===== src/rtl/hci_pkg.sv =====
// constants, timing counts and state types for the converter host controller
package hci_pkg;

    // ------------------------------------------------------------
    // clock and widths
    // ------------------------------------------------------------
    localparam int CLK_PERIOD_NS = 10;
    localparam int CW = 8;
    localparam int RES_W = 8;

    // ------------------------------------------------------------
    // timing figures in nanoseconds
    // ------------------------------------------------------------
    localparam int WR_PULSE_NS = 250;
    localparam int EARLY_READ_NS = 250;
    localparam int DATA_ACCESS_NS = 160;
    localparam int STAND_ALONE_NS = 530;
    localparam int CONV_GAP_NS = 350;
    localparam int DONE_TIMEOUT_NS = 1500;

    // least time to whole cycles, never below one
    function automatic logic [CW-1:0] minCycles(input int ns);
        int c;
        c = (ns + CLK_PERIOD_NS - 1) / CLK_PERIOD_NS;
        if (c < 1)
        begin
            c = 1;
        end
        return c[CW-1:0];
    endfunction : minCycles

    localparam logic [CW-1:0] WR_PULSE_CYC = minCycles(WR_PULSE_NS);
    localparam logic [CW-1:0] EARLY_READ_CYC = minCycles(EARLY_READ_NS);
    localparam logic [CW-1:0] DATA_ACCESS_CYC = minCycles(DATA_ACCESS_NS);
    localparam logic [CW-1:0] STAND_ALONE_CYC = minCycles(STAND_ALONE_NS);
    localparam logic [CW-1:0] CONV_GAP_CYC = minCycles(CONV_GAP_NS);
    localparam logic [CW-1:0] DONE_TIMEOUT_CYC = minCycles(DONE_TIMEOUT_NS);
    localparam logic [CW-1:0] CNT_ZERO = 8'h00;
    localparam logic [CW-1:0] CNT_ONE = 8'h01;
    localparam logic [CW-1:0] CNT_MAX = 8'hff;

    // ------------------------------------------------------------
    // mode strap levels and sequencer states
    // ------------------------------------------------------------
    localparam logic MODE_READ_START = 1'b0;
    localparam logic MODE_WRITE_START = 1'b1;

    typedef enum logic [2:0] {
        ST_IDLE = 3'h0,
        ST_WRITE = 3'h1,
        ST_WAIT = 3'h3,
        ST_READ = 3'h2,
        ST_GAP = 3'h6
    } hci_state_type;

endpackage : hci_pkg


===== src/rtl/hci_host.sv =====
// host-side controller driving the sampling converter through its pins
`timescale 1ns/10ps
`default_nettype none
module hci_host
    import hci_pkg::*;
(
    // clock and reset
    input wire logic clk_sys,
    input wire logic arst_n,
    // user side
    input wire logic startReq,
    output logic startReady,
    input wire logic cfgWriteStart,
    input wire logic cfgEarlyRead,
    input wire logic cfgStandAlone,
    output logic [RES_W-1:0] result,
    output logic resultValid,
    output logic timedOut,
    // converter pins
    output logic modeStrap,
    output logic chipSelectN,
    output logic readStrobeN,
    input wire logic sharedIn,
    output logic sharedOut,
    output logic sharedOe,
    input wire logic convDoneN,
    input wire logic [RES_W-1:0] resultBus
);
    typedef struct packed {
        hci_state_type state;
        logic [CW-1:0] cnt;
        logic mode;
        logic early;
        logic alone;
        logic relSeen;
        logic csN;
        logic rdN;
        logic wrN;
        logic wrOe;
        logic [RES_W-1:0] res;
        logic resValid;
        logic tmo;
    } hci_host_type;

    hci_host_type s_r;
    hci_host_type s_nxt;
    logic [1:0] ctlSync;
    logic [RES_W-1:0] busSync;
    logic releaseHigh;
    logic doneLow;
    logic cntZero;

    // ------------------------------------------------------------
    // pin synchronisers
    // ------------------------------------------------------------
    hci_sync2 #(.W(2)) ctlSyncInst (
        .clk_sys(clk_sys),
        .arst_n(arst_n),
        .pinIn({sharedIn, convDoneN}),
        .syncOut(ctlSync)
    );

    // data is read the access time after read falls, read-start at the release, stand-alone STAND_ALONE_CYC after write rises
    hci_sync2 #(.W(RES_W)) busSyncInst (
        .clk_sys(clk_sys),
        .arst_n(arst_n),
        .pinIn(resultBus),
        .syncOut(busSync)
    );

    assign releaseHigh = ctlSync[1];
    assign doneLow = !ctlSync[0];
    assign cntZero = (s_r.cnt == CNT_ZERO);

    // ------------------------------------------------------------
    // sequencer
    // ------------------------------------------------------------
    always_comb
    begin
        s_nxt = s_r;
        s_nxt.resValid = 1'b0;
        if (!cntZero)
        begin
            s_nxt.cnt = s_r.cnt - CNT_ONE;
        end
        case (s_r.state)
            ST_IDLE:
            begin
                // start taken the very cycle it is asked, so timer jitter is not added
                if (startReq)
                begin
                    s_nxt.mode = cfgWriteStart;
                    s_nxt.early = cfgEarlyRead;
                    s_nxt.alone = cfgWriteStart && cfgStandAlone;
                    s_nxt.tmo = 1'b0;
                    s_nxt.relSeen = 1'b0;
                    s_nxt.csN = 1'b0;
                    if (cfgWriteStart)
                    begin
                        // write fall under select starts conversion
                        s_nxt.wrN = 1'b0;
                        s_nxt.wrOe = 1'b1;
                        s_nxt.rdN = !cfgStandAlone;
                        s_nxt.cnt = WR_PULSE_CYC;
                        s_nxt.state = ST_WRITE;
                    end
                    else
                    begin
                        // one read starts and fetches the conversion
                        s_nxt.rdN = 1'b0;
                        s_nxt.wrOe = 1'b0;
                        s_nxt.cnt = DONE_TIMEOUT_CYC;
                        s_nxt.state = ST_READ;
                    end
                end
            end
            ST_WRITE:
            begin
                if (cntZero)
                begin
                    s_nxt.wrN = 1'b1;
                    s_nxt.state = ST_WAIT;
                    if (s_r.alone)
                    begin
                        s_nxt.cnt = STAND_ALONE_CYC;
                    end
                    else if (s_r.early)
                    begin
                        s_nxt.cnt = EARLY_READ_CYC;
                    end
                    else
                    begin
                        s_nxt.cnt = DONE_TIMEOUT_CYC;
                    end
                end
            end
            ST_WAIT:
            begin
                if (s_r.alone && cntZero)
                begin
                    // bus already enabled: take data and stay selected
                    s_nxt.res = busSync;
                    s_nxt.resValid = 1'b1;
                    s_nxt.cnt = CONV_GAP_CYC;
                    s_nxt.state = ST_GAP;
                end
                else if (!s_r.alone && (cntZero || (!s_r.early && doneLow)))
                begin
                    // early option ignores done; wait option falls back to timeout
                    s_nxt.tmo = cntZero && !s_r.early;
                    s_nxt.rdN = 1'b0;
                    s_nxt.cnt = DATA_ACCESS_CYC;
                    s_nxt.state = ST_READ;
                end
            end
            ST_READ:
            begin
                // release must be seen low first: just after the start the synchroniser still shows idle high
                s_nxt.relSeen = s_r.relSeen || !releaseHigh;
                if (cntZero || ((s_r.mode == MODE_READ_START) && s_r.relSeen && releaseHigh))
                begin
                    // read-start without a release is a timeout; write-start keeps its wait verdict
                    s_nxt.tmo = s_r.tmo || ((s_r.mode == MODE_READ_START) && !(s_r.relSeen && releaseHigh));
                    s_nxt.res = busSync;
                    s_nxt.resValid = 1'b1;
                    s_nxt.csN = 1'b1;
                    s_nxt.rdN = 1'b1;
                    s_nxt.cnt = CONV_GAP_CYC;
                    s_nxt.state = ST_GAP;
                end
            end
            ST_GAP:
            begin
                // input tracking time before the next start
                if (cntZero)
                begin
                    s_nxt.state = ST_IDLE;
                end
            end
            default:
            begin
                s_nxt.state = ST_IDLE;
            end
        endcase
    end

    // state register
    always_ff @(posedge clk_sys or negedge arst_n)
    begin
        if (!arst_n)
        begin
            s_r.state <= ST_IDLE;
            s_r.cnt <= CNT_ZERO;
            s_r.mode <= MODE_READ_START;
            s_r.early <= 1'b0;
            s_r.alone <= 1'b0;
            s_r.relSeen <= 1'b0;
            s_r.csN <= 1'b1;
            s_r.rdN <= 1'b1;
            s_r.wrN <= 1'b1;
            s_r.wrOe <= 1'b0;
            s_r.res <= '0;
            s_r.resValid <= 1'b0;
            s_r.tmo <= 1'b0;
        end
        else
        begin
            s_r <= s_nxt;
        end
    end

    // ------------------------------------------------------------
    // outputs
    // ------------------------------------------------------------
    assign startReady = (s_r.state == ST_IDLE);
    assign modeStrap = s_r.mode;
    assign chipSelectN = s_r.csN;
    assign readStrobeN = s_r.rdN;
    assign sharedOut = s_r.wrN;
    assign sharedOe = s_r.wrOe; // never drive the open-drain wait line
    assign result = s_r.res;
    assign resultValid = s_r.resValid;
    assign timedOut = s_r.tmo;

    // ------------------------------------------------------------
    // checks
    // ------------------------------------------------------------
    logic [CW-1:0] wrLowCnt;
    logic [CW-1:0] sinceWrRise;
    logic [CW-1:0] sinceEnd;

    // helper counters: sinceWrRise and sinceEnd saturate, wrLowCnt wraps
    always_ff @(posedge clk_sys or negedge arst_n)
    begin
        if (!arst_n)
        begin
            wrLowCnt <= CNT_ZERO;
            sinceWrRise <= CNT_MAX;
            sinceEnd <= CNT_MAX;
        end
        else
        begin
            wrLowCnt <= s_r.wrN ? CNT_ZERO : wrLowCnt + CNT_ONE;
            sinceWrRise <= (!s_r.wrN && s_nxt.wrN) ? CNT_ZERO :
                ((sinceWrRise == CNT_MAX) ? CNT_MAX : sinceWrRise + CNT_ONE);
            sinceEnd <= s_r.resValid ? CNT_ONE :
                ((sinceEnd == CNT_MAX) ? CNT_MAX : sinceEnd + CNT_ONE);
        end
    end

    localparam int SA_DATA_DLY = STAND_ALONE_CYC + CNT_ONE;
endmodule : hci_host
`default_nettype wire


===== src/rtl/hci_sync2.sv =====
// two-stage synchroniser for pin inputs
`timescale 1ns/10ps
`default_nettype none
module hci_sync2
#(
    parameter int W = 1
)
(
    // clock and reset
    input wire logic clk_sys,
    input wire logic arst_n,
    // pin side and synchronised side
    input wire logic [W-1:0] pinIn,
    output logic [W-1:0] syncOut
);
    typedef struct packed {
        logic [W-1:0] stage1;
        logic [W-1:0] stage2;
    } hci_sync_type;

    hci_sync_type s_r;
    hci_sync_type s_nxt;

    // first stage feeds only the second
    always_comb
    begin
        s_nxt.stage1 = pinIn;
        s_nxt.stage2 = s_r.stage1;
    end

    // reset to all ones: the pins sampled here idle high
    always_ff @(posedge clk_sys or negedge arst_n)
    begin
        if (!arst_n)
        begin
            s_r <= '1;
        end
        else
        begin
            s_r <= s_nxt;
        end
    end

    assign syncOut = s_r.stage2;
endmodule : hci_sync2
`default_nettype wire


===== config.mk =====
export PLATFORM = sky130hd
export DESIGN_NAME = hci_host
export DESIGN_NICKNAME = d
export VERILOG_FILES = /design/src/rtl/hci_pkg.sv /design/src/rtl/hci_host.sv /design/src/rtl/hci_sync2.sv
export SDC_FILE = /design/constraint.sdc
export NUM_CORES = 1
export LEC_CHECK = 0
export BUFFER_PORTS_ARGS = -buffer_cell sky130_fd_sc_hd__buf_2
export CORE_MARGIN = 4
export CORE_UTILIZATION = 43
export DETAILED_ROUTE_END_ITERATION = 8
export GPL_TIMING_DRIVEN = 0
export HOLD_SLACK_MARGIN = 0.05
export PLACE_DENSITY = 0.71
export RECOVER_POWER = 50
export SETUP_SLACK_MARGIN = 0.15
export SLEW_MARGIN = 20
export SYNTH_ARGS = -nofsm -noshare
export SYNTH_HDL_FRONTEND = slang
export SYNTH_SLANG_ARGS = --single-unit

===== constraint.sdc =====
create_clock -name clk_sys -period 2.6 [get_ports clk_sys]
set_input_delay 0.52 -clock clk_sys [delete_from_list [all_inputs] [get_ports clk_sys]]
set_output_delay 0.52 -clock clk_sys [all_outputs]
set_load 0.03 [all_outputs]

==> results.tsv, run 1 <==
stage	metric	value	unit
run_status	outcome	complete, no violations	
cells_and_area	antennaDiodeCount	0	
sta	rsz0062_at_grt	no	
sta	fin_setup_tns	0	ns
min_path	worstHoldEndpoint	busSyncInst.s_nxt[0]	
job	drv_cap	0	
floorplanning	rows	25	
sta	period_share	80.47	%
placement	dp_hpwl	3249	um
floorplanning	ios	32	
route	wire_per_inst	13.72	um
global_routing	grt_max_degree	49	
route	drt_iter0_drc	73	
route	route.top_layer_used	met4	
power_and_ir_drop	p_leak	1.200	nW
setup_path	r2r_cells	9	
cts	cts_setup_buffers	0	
cells_and_area	final_nets	276	
setup_path	worstPathArrival	2.32	ns
cts	cts-buffers-inserted	5	
placement	portBuffers	30	
route	ant_nets	0	
min_path	whs_path_depth	1	
route	first_pass_iters	4	
route	wl_met3	238	um
yosys	synth-edff-count	0	
power_and_ir_drop	ir_drop	592.8	uV
setup_path	crit_fanout	10	
setup_path	required	2.83	ns
sta	min_period	2.092	ns
route	m1WireLength	2020	um
sta	relSlewSlack	24.79	%
cts	clk_pin_slew	0.09	ns
power_and_ir_drop	power	2.815	mW
cts	holdBufCountCts	0	
floorplanning	fp.dieW	80.15	um
cts	cts_tree	yes	
sta	skew	0.01047	ns
route	routed_wirelength	4487	um
global_routing	grt_pass1_vias	1608	
setup_path	crit_path_start_kind	flip-flop	
yosys	synth_top_area_share	27.95	%
floorplanning	start_util	45.87	%
cts	clock-sinks	48	
global_routing	antenna_found_initial	0	
setup_path	path_cells	inv_1 > ha_1 > clkbuf_1 > and3_1 > buf_4 > and2_4 > o21ai_2 > buf_6 > mux2i_1	
min_path	worstHoldStart	resultBus[0]	
sta	hold_slack	0.3063	ns
yosys	syn_inst	222	
sta	slew_violations	0	
setup_path	regToRegEndpoint	result[3]	
yosys	ys_types	49	
cts	post_cts_resized	0	
yosys	synthTopCellsByArea	dfrtp_1 28%, dfstp_2 27%, nand2_1 5.0%	
route	via_per_inst	5.104	
cts	clockRootBuffer	clkbuf_8	
setup_path	endpoint_kind	flip-flop	
setup_path	slowest_stage	dfrtp_1	
cts	htree_num_levels	2	
cts	clock_latency	0.30	ns
sta	setup_viol	0	
yosys	synth_top_area_cell	dfrtp_1	
sta	worstMarginPinSlew	1.128	ns
yosys	synth-seq-cells	48	
global_routing	grt_pass1_wl	7755	um
sta	max_clock_freq	478.0	MHz
power_and_ir_drop	p_per_area	1085	nW/um2
setup_path	critPathMaxStageDelay	0.44	ns
cts	clock_path_buffers	2	
yosys	syn_avg_cell_area	10.08	um2
route	wl_met2	2167	um
floorplanning	die_h	80.15	um
placement	gp_congestion	0.9146	
setup_path	r2r_slack	0.51	ns
setup_path	critical_path_class	flip-flop to flip-flop	
setup_path	rr_startpoint	s_r[18]	
global_routing	grt_overflow	0	
floorplanning	dieArea	6424	um2
placement	dp_cells	319	
yosys	synth_area	2238	um2
sta	hold_violations	0	
cells_and_area	final_cells	327	
floorplanning	placeableCoreArea	4880	um2
cells_and_area	area_growth	15.87	%
yosys	synth_warnings	0	
global_routing	grt_use_total	15.53	%
setup_path	crit_start	s_r[18]	
cells_and_area	drive_gt1_share	32.31	%
yosys	async_flop_share	100.0	%
yosys	synth_nets	239	
route	num_vias	1669	
yosys	synth_ff_type	dfrtp_1	
yosys	ys_seq_area_share	54.95	%
min_path	min_path_type	input pin to flip-flop	
route	drt_drc_violations_left	0	
[per-stage QoR]
| stage | utilization [%] | area (um2) | worst slack (ns) |
|---|---|---|---|
| final | 53.15 | 2594 | 0.5078 |
| after global routing | 53.15 | 2594 | 0.3412 |
| after detailed placement | 50.67 | 2472 | 0.5376 |
| after floorplan | - | 2238 | 0.4988 |
| after global placement | 50.67 | 2472 | 0.5669 |
| after CTS | 53.15 | 2594 | 0.5022 |
[metal layers]
metal	vias up	global-route usage, %
li1	824	-
met1	800	20.88
met2	38	24.83
met3	7	3.475
met4	0	5.068
met5	-	0
[layout make-up]
cell class / count / area (um2)
Clock inverter: 2 / 38.79
Sequential cell: 48 / 1230
Buffer: 22 / 132.6
Inverter: 12 / 45.04
Tap cell: 67 / 83.83
Fill cell: 456 / 2286
Timing Repair Buffer: 30 / 150.1
Clock buffer: 6 / 82.58
Multi-Input combinational cell: 140 / 830.8
[state kept, by name, indices dropped and copies added (netlist names)]
register             count
modeStrap                1
readStrobeN              1
busSyncInst.syncOut      8
resultValid              1
sharedOut                1
chipSelectN              1
result                   8
s_r                     14
busSyncInst.s_nxt        8
timedOut                 1
ctlSyncInst.s_nxt        2
ctlSyncInst.syncOut      2
[cells in the mapped netlist, types with 3 or more instances]
| cell type | count |
|---|---|
| nand3_1 | 5 |
| dfrtp_1 | 25 |
| buf_2 | 4 |
| mux2_2 | 3 |
| nand2b_1 | 4 |
| inv_1 | 12 |
| o211ai_1 | 3 |
| nor3_1 | 8 |
| mux2i_1 | 8 |
| o21ai_0 | 13 |
| nand2_1 | 30 |
| dfstp_2 | 23 |
| a21oi_1 | 11 |
| buf_4 | 10 |
| clkbuf_1 | 5 |
| nor2_1 | 17 |
[placed cells by master (no fill, tap or decap), types with 2 or more instances in the layout]
| cell | instances |
|---|---|
| inv_1 | 12 |
| nand3b_1 | 2 |
| dfstp_2 | 23 |
| buf_1 | 2 |
| buf_4 | 10 |
| buf_2 | 33 |
| clkbuf_1 | 5 |
| nor2b_1 | 2 |
| nand2_1 | 30 |
| mux2_2 | 3 |
| a31oi_1 | 2 |
| nand2b_1 | 4 |
| a21oi_1 | 11 |
| dfrtp_1 | 25 |
| nor2_1 | 17 |
| xnor2_1 | 2 |
| nor3_1 | 8 |
| o21ai_0 | 13 |
| mux2i_1 | 8 |
| o2bb2ai_1 | 2 |
| nand3_1 | 5 |
| nor3b_1 | 2 |
| and3_1 | 2 |
| clkbuf_8 | 6 |
| o211ai_1 | 3 |
[power breakdown]
part           switching (mW)  total [mW]  internal (mW)
combinational           0.709        1.17          0.461
sequential              0.135        1.08          0.943
clock                   0.253       0.568          0.315
total                    1.10        2.82           1.72
[cells by family after synthesis]
kind of cell / Yosys count / share of synthesized area, %
and+or+nand+nor: 81 / 17.78
DFF: 48 / 54.95
AOI/OAI and AO/OA: 45 / 12.91
buffers and inverters: 34 / 7.937
muxes: 11 / 5.087
xor gates and xnor gates: 2 / 0.7827
adders and majority gates: 1 / 0.5589
[critical path: cells and delay by family (launching register included)]
kind / cells / cell delay (ns)
fa+ha+maj: 1 / 0.20
mux: 1 / 0.20
compound gates: 1 / 0.17
flops: 1 / 0.44
simple gates: 2 / 0.36
buf+inv: 4 / 0.63
[how the worst max path moves through the flow]
stage | end
floorplan | s_r[16]
global placement | result[5]
detailed placement | result[3]
CTS | result[3]
global route | s_r[21]
finish | result[3]
Power figures use the tool's default switching activity.
==> run 2: changes to the inputs <==
Settings changed: ABC_AREA set to 1, PLACE_DENSITY 0.71 to 0.73.
Clock period 2.6 ns to 1.8 ns, I/O delays scaled along.
==> run 2 against run 1 <==
Area after synthesis rose by 3.5%. Sequential share of layout area fell by 4.7 points. Clock power rose by 42%. Sequential power up 54%. Cell area rose by 11%. Power rose by 92%. Global-route usage is 0.51 points higher. Clock skew shrank 0.0022 ns. Final cell count up 23%. Critical path type is now flip-flop to output port.
==> results.tsv, run 2 <==
stage	metric	value	unit
route	drt_drc_violations_left	0	
setup_path	endpoint_kind	output port	
yosys	ys_types	26	
power_and_ir_drop	p_per_area	1872	nW/um2
min_path	whs_path_depth	1	
cts	cts-buffers-inserted	5	
placement	dp_cells	381	
sta	hold_violations	0	
route	num_vias	2022	
global_routing	antenna_found_initial	0	
setup_path	rr_startpoint	s_r[18]	
setup_path	r2r_slack	0.21	ns
setup_path	required	1.44	ns
yosys	syn_inst	280	
global_routing	grt_use_total	16.04	%
min_path	worstHoldStart	resultBus[5]	
route	drt_iter0_drc	81	
cells_and_area	largest_register_ffs	14	
yosys	synth_nets	297	
min_path	min_path_type	input pin to flip-flop	
sta	rsz0062_at_grt	yes	
sta	min_period	1.597	ns
yosys	synth_ff_type	dfrtp_1	
yosys	synth_top_area_cell	dfrtp_1	
cells_and_area	final_nets	347	
global_routing	grt_pass1_vias	1823	
global_routing	grt_max_degree	49	
cts	clockRootBuffer	clkbuf_8	
setup_path	r2r_cells	11	
floorplanning	placeableCoreArea	5172	um2
cts	clock_latency	0.30	ns
cells_and_area	top_register	s_r	
setup_path	critical_path_class	flip-flop to output port	
yosys	synth-seq-cells	48	
sta	setup_viol	0	
yosys	syn_avg_cell_area	8.271	um2
sta	skew	0.008220	ns
sta	max_clock_freq	626.3	MHz
yosys	yosysMostFrequentCell	nand2_1	
yosys	ys_top_cells_by_count	77 x nand2_1, 35 x nand3_1, 29 x nor2_1, 27 x inv_1, 25 x dfrtp_1	
cells_and_area	final_common_cell	nand2_1	
route	via_per_inst	5.042	
cts	htree_num_levels	2	
yosys	synthTopCellsByArea	dfrtp_1 27%, dfstp_2 26%, nand2_1 12%	
cells_and_area	drive_gt1_share	37.76	%
route	routed_wirelength	5370	um
yosys	synth_area	2316	um2
setup_path	crit_path_start_kind	flip-flop	
route	wire_per_inst	13.39	um
setup_path	crit_fanout	8	
setup_path	slowest_stage	dfrtp_1	
floorplanning	ios	32	
route	ant_nets	0	
job	drv_cap	0	
cts	cts_tree	yes	
sta	period_share	88.70	%
cts	clock_path_buffers	2	
yosys	async_flop_share	100.0	%
global_routing	grt_pass1_wl	8066	um
placement	portBuffers	31	
route	first_pass_iters	4	
setup_path	worstPathArrival	1.24	ns
sta	worstMarginPinSlew	1.107	ns
cells_and_area	antennaDiodeCount	0	
floorplanning	rows	26	
cells_and_area	area_growth	24.37	%
floorplanning	fp.dieW	81.39	um
run_status	outcome	complete, no violations	
sta	slew_violations	0	
cts	clk_pin_slew	0.09	ns
cells_and_area	layout_common_cells	72 x nand2_1, 30 x nand3_1, 29 x buf_2	
power_and_ir_drop	ir_drop	1070	uV
cts	clock-sinks	48	
cells_and_area	final_cells	401	
placement	dp_hpwl	3650	um
sta	relSlewSlack	26.22	%
power_and_ir_drop	p_leak	1.512	nW
cts	holdBufCountCts	0	
global_routing	grt_overflow	0	
setup_path	regToRegEndpoint	result[3]	
yosys	ys_seq_area_share	53.11	%
sta	fin_ws	0.2033	ns
floorplanning	start_util	44.78	%
min_path	worstHoldEndpoint	busSyncInst.s_nxt[5]	
setup_path	critPathMaxStageDelay	0.38	ns
cells_and_area	fin_util	55.68	%
yosys	synth_top_area_share	27.01	%
floorplanning	dieArea	6624	um2
floorplanning	die_h	81.39	um
setup_path	path_cells	buf_6 > nor2_4 > nand2_2 > inv_1 > buf_4	
yosys	synth-edff-count	0	
placement	dp_slack	-0.03974	ns
yosys	synth_warnings	0	
placement	gp_congestion	0.9084	
-- run 2: cell count changes after synthesis, sizes merged, moves of 3 or more --
cell,delta
nand2b,-4
nand2,+49
inv,+24
clkbuf,-5
nor3,-4
mux2i,-8
mux2,-3
a21oi,-5
buf,-5
nand3,+30
nor2,+17
o211ai,-3
-- run 2: worst max path at each step --
stage | start | endpoint | cells past startpoint
after floorplan | s_r[18] | s_r[25] | 10
after global placement | s_r[18] | timedOut | 9
after CTS | s_r[18] | result[7] | 11
final | s_r[28] | startReady | 5
after detailed placement | s_r[18] | timedOut | 9
after global routing | s_r[26] | result[0] | 7
-- run 2: cell type report --
| cell class | count | area (um2) |
|---|---|---|
| Fill cell | 453 | 2292 |
| Sequential cell | 48 | 1230 |
| Multi-Input combinational cell | 186 | 972.2 |
| Timing Repair Buffer | 41 | 232.7 |
| Inverter | 36 | 135.1 |
| Buffer | 12 | 101.3 |
| Tap cell | 70 | 87.58 |
| Clock buffer | 6 | 82.58 |
| Clock inverter | 2 | 38.79 |
-- run 2: critical path: cells and delay by family (launching register included) --
kind | cells | cell delay (ns)
and+or+nand+nor | 2 | 0.20
buffers and inverters | 3 | 0.36
DFF | 1 | 0.38
-- run 2: where the power goes --
part	leakage, nW	total, mW	internal [mW]	switching [mW]
Combinational	0.887	2.93	1.04	1.89
Sequential	0.564	1.66	1.43	0.232
Clock	0.0614	0.809	0.454	0.355
Total	1.51	5.39	2.92	2.47
-- run 2: stage by stage --
| stage | TNS [ns] | cell area [um2] | total power [mW] | hold WS [ns] |
|---|---|---|---|---|
| floorplan | 0 | 2316 | 3.546 | 0.06441 |
| global placement | 0 | 2559 | 4.099 | 0.3457 |
| detailed placement | -0.2633 | 2559 | 4.155 | 0.3468 |
| CTS | 0 | 2713 | 5.068 | 0.1447 |
| global route | 0 | 2880 | 5.786 | 0.1375 |
| finish | 0 | 2880 | 5.393 | 0.1494 |
-- run 2: kinds of logic after synthesis --
family	count (synthesis)	synth area share, %
AO/OA/AOI/OAI	24	5.564
adder cells (fa/ha/maj)	1	0.5402
buffers and inverters	48	9.670
XOR/XNOR	2	0.7565
AND/OR/NAND/NOR	157	30.36
flip-flops	48	53.11
-- run 2: repair_timing --
| action | in CTS | in global routing |
|---|---|---|
| setup buffers | 0 | 9 |
| gates cloned | 0 | 3 |
| endpoints found under the hold margin | 0 | 0 |
| endpoints found under the setup margin | 24 | 24 |
| pin swaps | 0 | 6 |
| gates resized for setup | 10 | 25 |
-- run 2: per-layer routing --
| layer | part of all wire, % | routed length (um) | track usage (%) |
|---|---|---|---|
| met5 | 0 | 0 | 0 |
| met4 | 2.2 | 116 | 7.095 |
| met3 | 4.7 | 254 | 2.661 |
| met2 | 49 | 2636 | 26.47 |
| met1 | 44 | 2362 | 20.65 |
==> run 3: changes to the inputs <==
==> constraint.sdc (replaced) <==
create_clock -name clk_sys -period 1.8 [get_ports clk_sys]
set_input_delay 0.09 -clock clk_sys [delete_from_list [all_inputs] [get_ports clk_sys]]
set_output_delay 0.09 -clock clk_sys [all_outputs]
set_load 0.03 [all_outputs]
==> run 3 against run 2 <==
Critical path depth grew 6. Wire length grew 2.4%. Worst hold slack lost 0.096 ns. Final cell count grew 3.5%. Global-route usage grew 0.64 points. Sequential cell count is the same. Worst setup slack gained 0.016 ns. Via count shrank 0.54%. Power grew 0.21%. Fmax grew 1.0%. Combinational power is essentially flat. Highest routed layer unchanged.
==> results.tsv, run 3 (same netlist as run 2, synthesis figures left out) <==
stage	metric	value	unit
cells_and_area	top_register	s_r	
cells_and_area	final_cells	415	
sta	fin_setup_tns	0	ns
floorplanning	fp.dieW	81.39	um
route	drt_drc_violations_left	0	
setup_path	r2r_slack	0.22	ns
sta	rsz0062_at_grt	yes	
sta	skew	0.007162	ns
floorplanning	rows	26	
route	drt_iter0_drc	102	
job	drv_cap	0	
setup_path	slowest_stage	dfrtp_1	
power_and_ir_drop	seqPwrFrac	30.5	%
floorplanning	placeableCoreArea	5172	um2
setup_path	path_cells	inv_2 > ha_4 > inv_2 > nor2_4 > nand2_4 > nand2_4 > nand2_4 > nand2_4 > buf_4 > nor2_1 > nand3_1	
power_and_ir_drop	p_sw_share	45.68	%
power_and_ir_drop	p_clk_share	15.0	%
power_and_ir_drop	p_leak	1.570	nW
route	ant_nets	0	
global_routing	grt_max_degree	49	
sta	fin_ws	0.2197	ns
sta	setup_viol	0	
sta	relSlewSlack	25.35	%
floorplanning	die_h	81.39	um
cells_and_area	largest_register_ffs	14	
floorplanning	dieArea	6624	um2
sta	hold_violations	0	
route	via_per_inst	4.846	
global_routing	grt_pass1_vias	1887	
cts	clock_path_buffers	2	
cts	clockRootBuffer	clkbuf_8	
cells_and_area	antennaDiodeCount	0	
cts	cts_tree	yes	
cts	clock_latency	0.30	ns
cells_and_area	area_growth	29.66	%
setup_path	cpMostUsedCell	nand2_4	
cts	cts-buffers-inserted	5	
sta	slew_violations	0	
cts	clk_pin_slew	0.09	ns
run_status	outcome	complete, no violations	
placement	dp_slack	-0.03974	ns
floorplanning	start_util	44.78	%
setup_path	regToRegEndpoint	s_r[19]	
setup_path	path_buf_inv	3	
setup_path	rr_startpoint	s_r[19]	
placement	dp_cells	381	
setup_path	endpoint_kind	flip-flop	
cts	htree_num_levels	2	
setup_path	required	1.98	ns
setup_path	critical_path_depth	11	
setup_path	worstPathArrival	1.77	ns
setup_path	crit_fanout	5	
route	wire_per_inst	13.25	um
cells_and_area	drive_gt1_share	36.23	%
placement	dp_hpwl	3650	um
setup_path	cp_top_family	simple AND/OR/NAND/NOR gates	
global_routing	grt_overflow	0	
global_routing	grt_use_total	16.68	%
power_and_ir_drop	power	5.404	mW
route	first_pass_iters	4	
min_path	min_path_type	input pin to flip-flop	
placement	gp_congestion	0.9084	
setup_path	critical_path_class	flip-flop to flip-flop	
cells_and_area	final_common_cell	nand2_1	
setup_path	r2r_cells	11	
global_routing	antenna_found_initial	0	
power_and_ir_drop	ir_drop	1098	uV
sta	period_share	87.80	%
global_routing	grt_pass1_wl	8390	um
power_and_ir_drop	p_int	2.936	mW
setup_path	critPathMaxStageDelay	0.41	ns
power_and_ir_drop	comb_power_share	54.5	%
floorplanning	ios	32	
sta	max_clock_freq	632.8	MHz
setup_path	setup.worst_path.end	s_r[19]	
power_and_ir_drop	switching_power	2.469	mW
setup_path	crit_path_start_kind	flip-flop	
cells_and_area	final_nets	361	
cts	clock-sinks	48	
min_path	worstHoldStart	cfgStandAlone	
placement	portBuffers	31	
route	num_vias	2011	
setup_path	crit_start	s_r[19]	
sta	min_period	1.580	ns
cells_and_area	layout_common_cells	72 x nand2_1, 31 x nand3_1, 30 x buf_2	
power_and_ir_drop	p_per_area	1800	nW/um2
route	routed_wirelength	5500	um
sta	worstMarginPinSlew	1.120	ns
[run 3: how the worst min path moves through the flow]
| stage | to | cells past startpoint | slack (ns) |
|---|---|---|---|
| floorplan | modeStrap | 0 | -0.21 |
| global placement | busSyncInst.s_nxt[4] | 1 | 0.19 |
| detailed placement | ctlSyncInst.s_nxt[0] | 1 | 0.20 |
| CTS | s_r[15] | 3 | 0.05 |
| global route | s_r[15] | 3 | 0.07 |
| finish | s_r[15] | 3 | 0.05 |
[run 3: repair_timing]
item	4_1_cts	5_1_grt
gates resized for setup	7	25
cloned	0	3
setup buffers	1	10
hold endpoints to repair	36	0
endpoints found under the setup margin	23	22
hold buffers	12	0
pin swaps	0	5
[run 3: tightest hold or removal path, stage by stage]
cell and delay (ns):
buf_2 0.10, inv_1 0.06, o22ai_1 0.07
[run 3: final cells by class]
| cell class | count | area [um2] |
|---|---|---|
| fillers | 445 | 2170 |
| flip-flops and latches | 48 | 1230 |
| multi-input cells | 186 | 969.7 |
| repair buffers | 55 | 364.1 |
| inverters | 36 | 135.1 |
| plain buffers | 12 | 95.09 |
| well taps | 70 | 87.58 |
| clock buffers | 6 | 82.58 |
| clock inverters | 2 | 38.79 |
[run 3: stage by stage]
step / util [%] / instance area [um2] / hold slack [ns]
floorplan: - / 2316 / -0.2056
global placement: 49.47 / 2559 / 0.1946
detailed placement: 49.47 / 2559 / 0.1961
CTS: 54.72 / 2830 / 0.05006
global route: 58.06 / 3003 / 0.07347
finish: 58.06 / 3003 / 0.05305
[run 3: routing by layer]
metal	part of all wire, %	vias up	track usage (%)
li1	-	1000	-
met1	44	946	21.29
met2	51	59	28.26
met3	4.3	6	2.661
met4	1.2	0	6.419
met5	0	-	0
[run 3: power by group through the flow]
stage / Sequential [mW] / Combinational (mW) / Clock, mW
2_1_floorplan: 1.72 / 1.82 / 0
3_3_place_gp: 1.64 / 2.46 / 0
3_5_place_dp: 1.66 / 2.49 / 0
4_1_cts: 1.64 / 2.61 / 0.827
5_1_grt: 1.69 / 3.24 / 0.876
6_report: 1.65 / 2.95 / 0.809
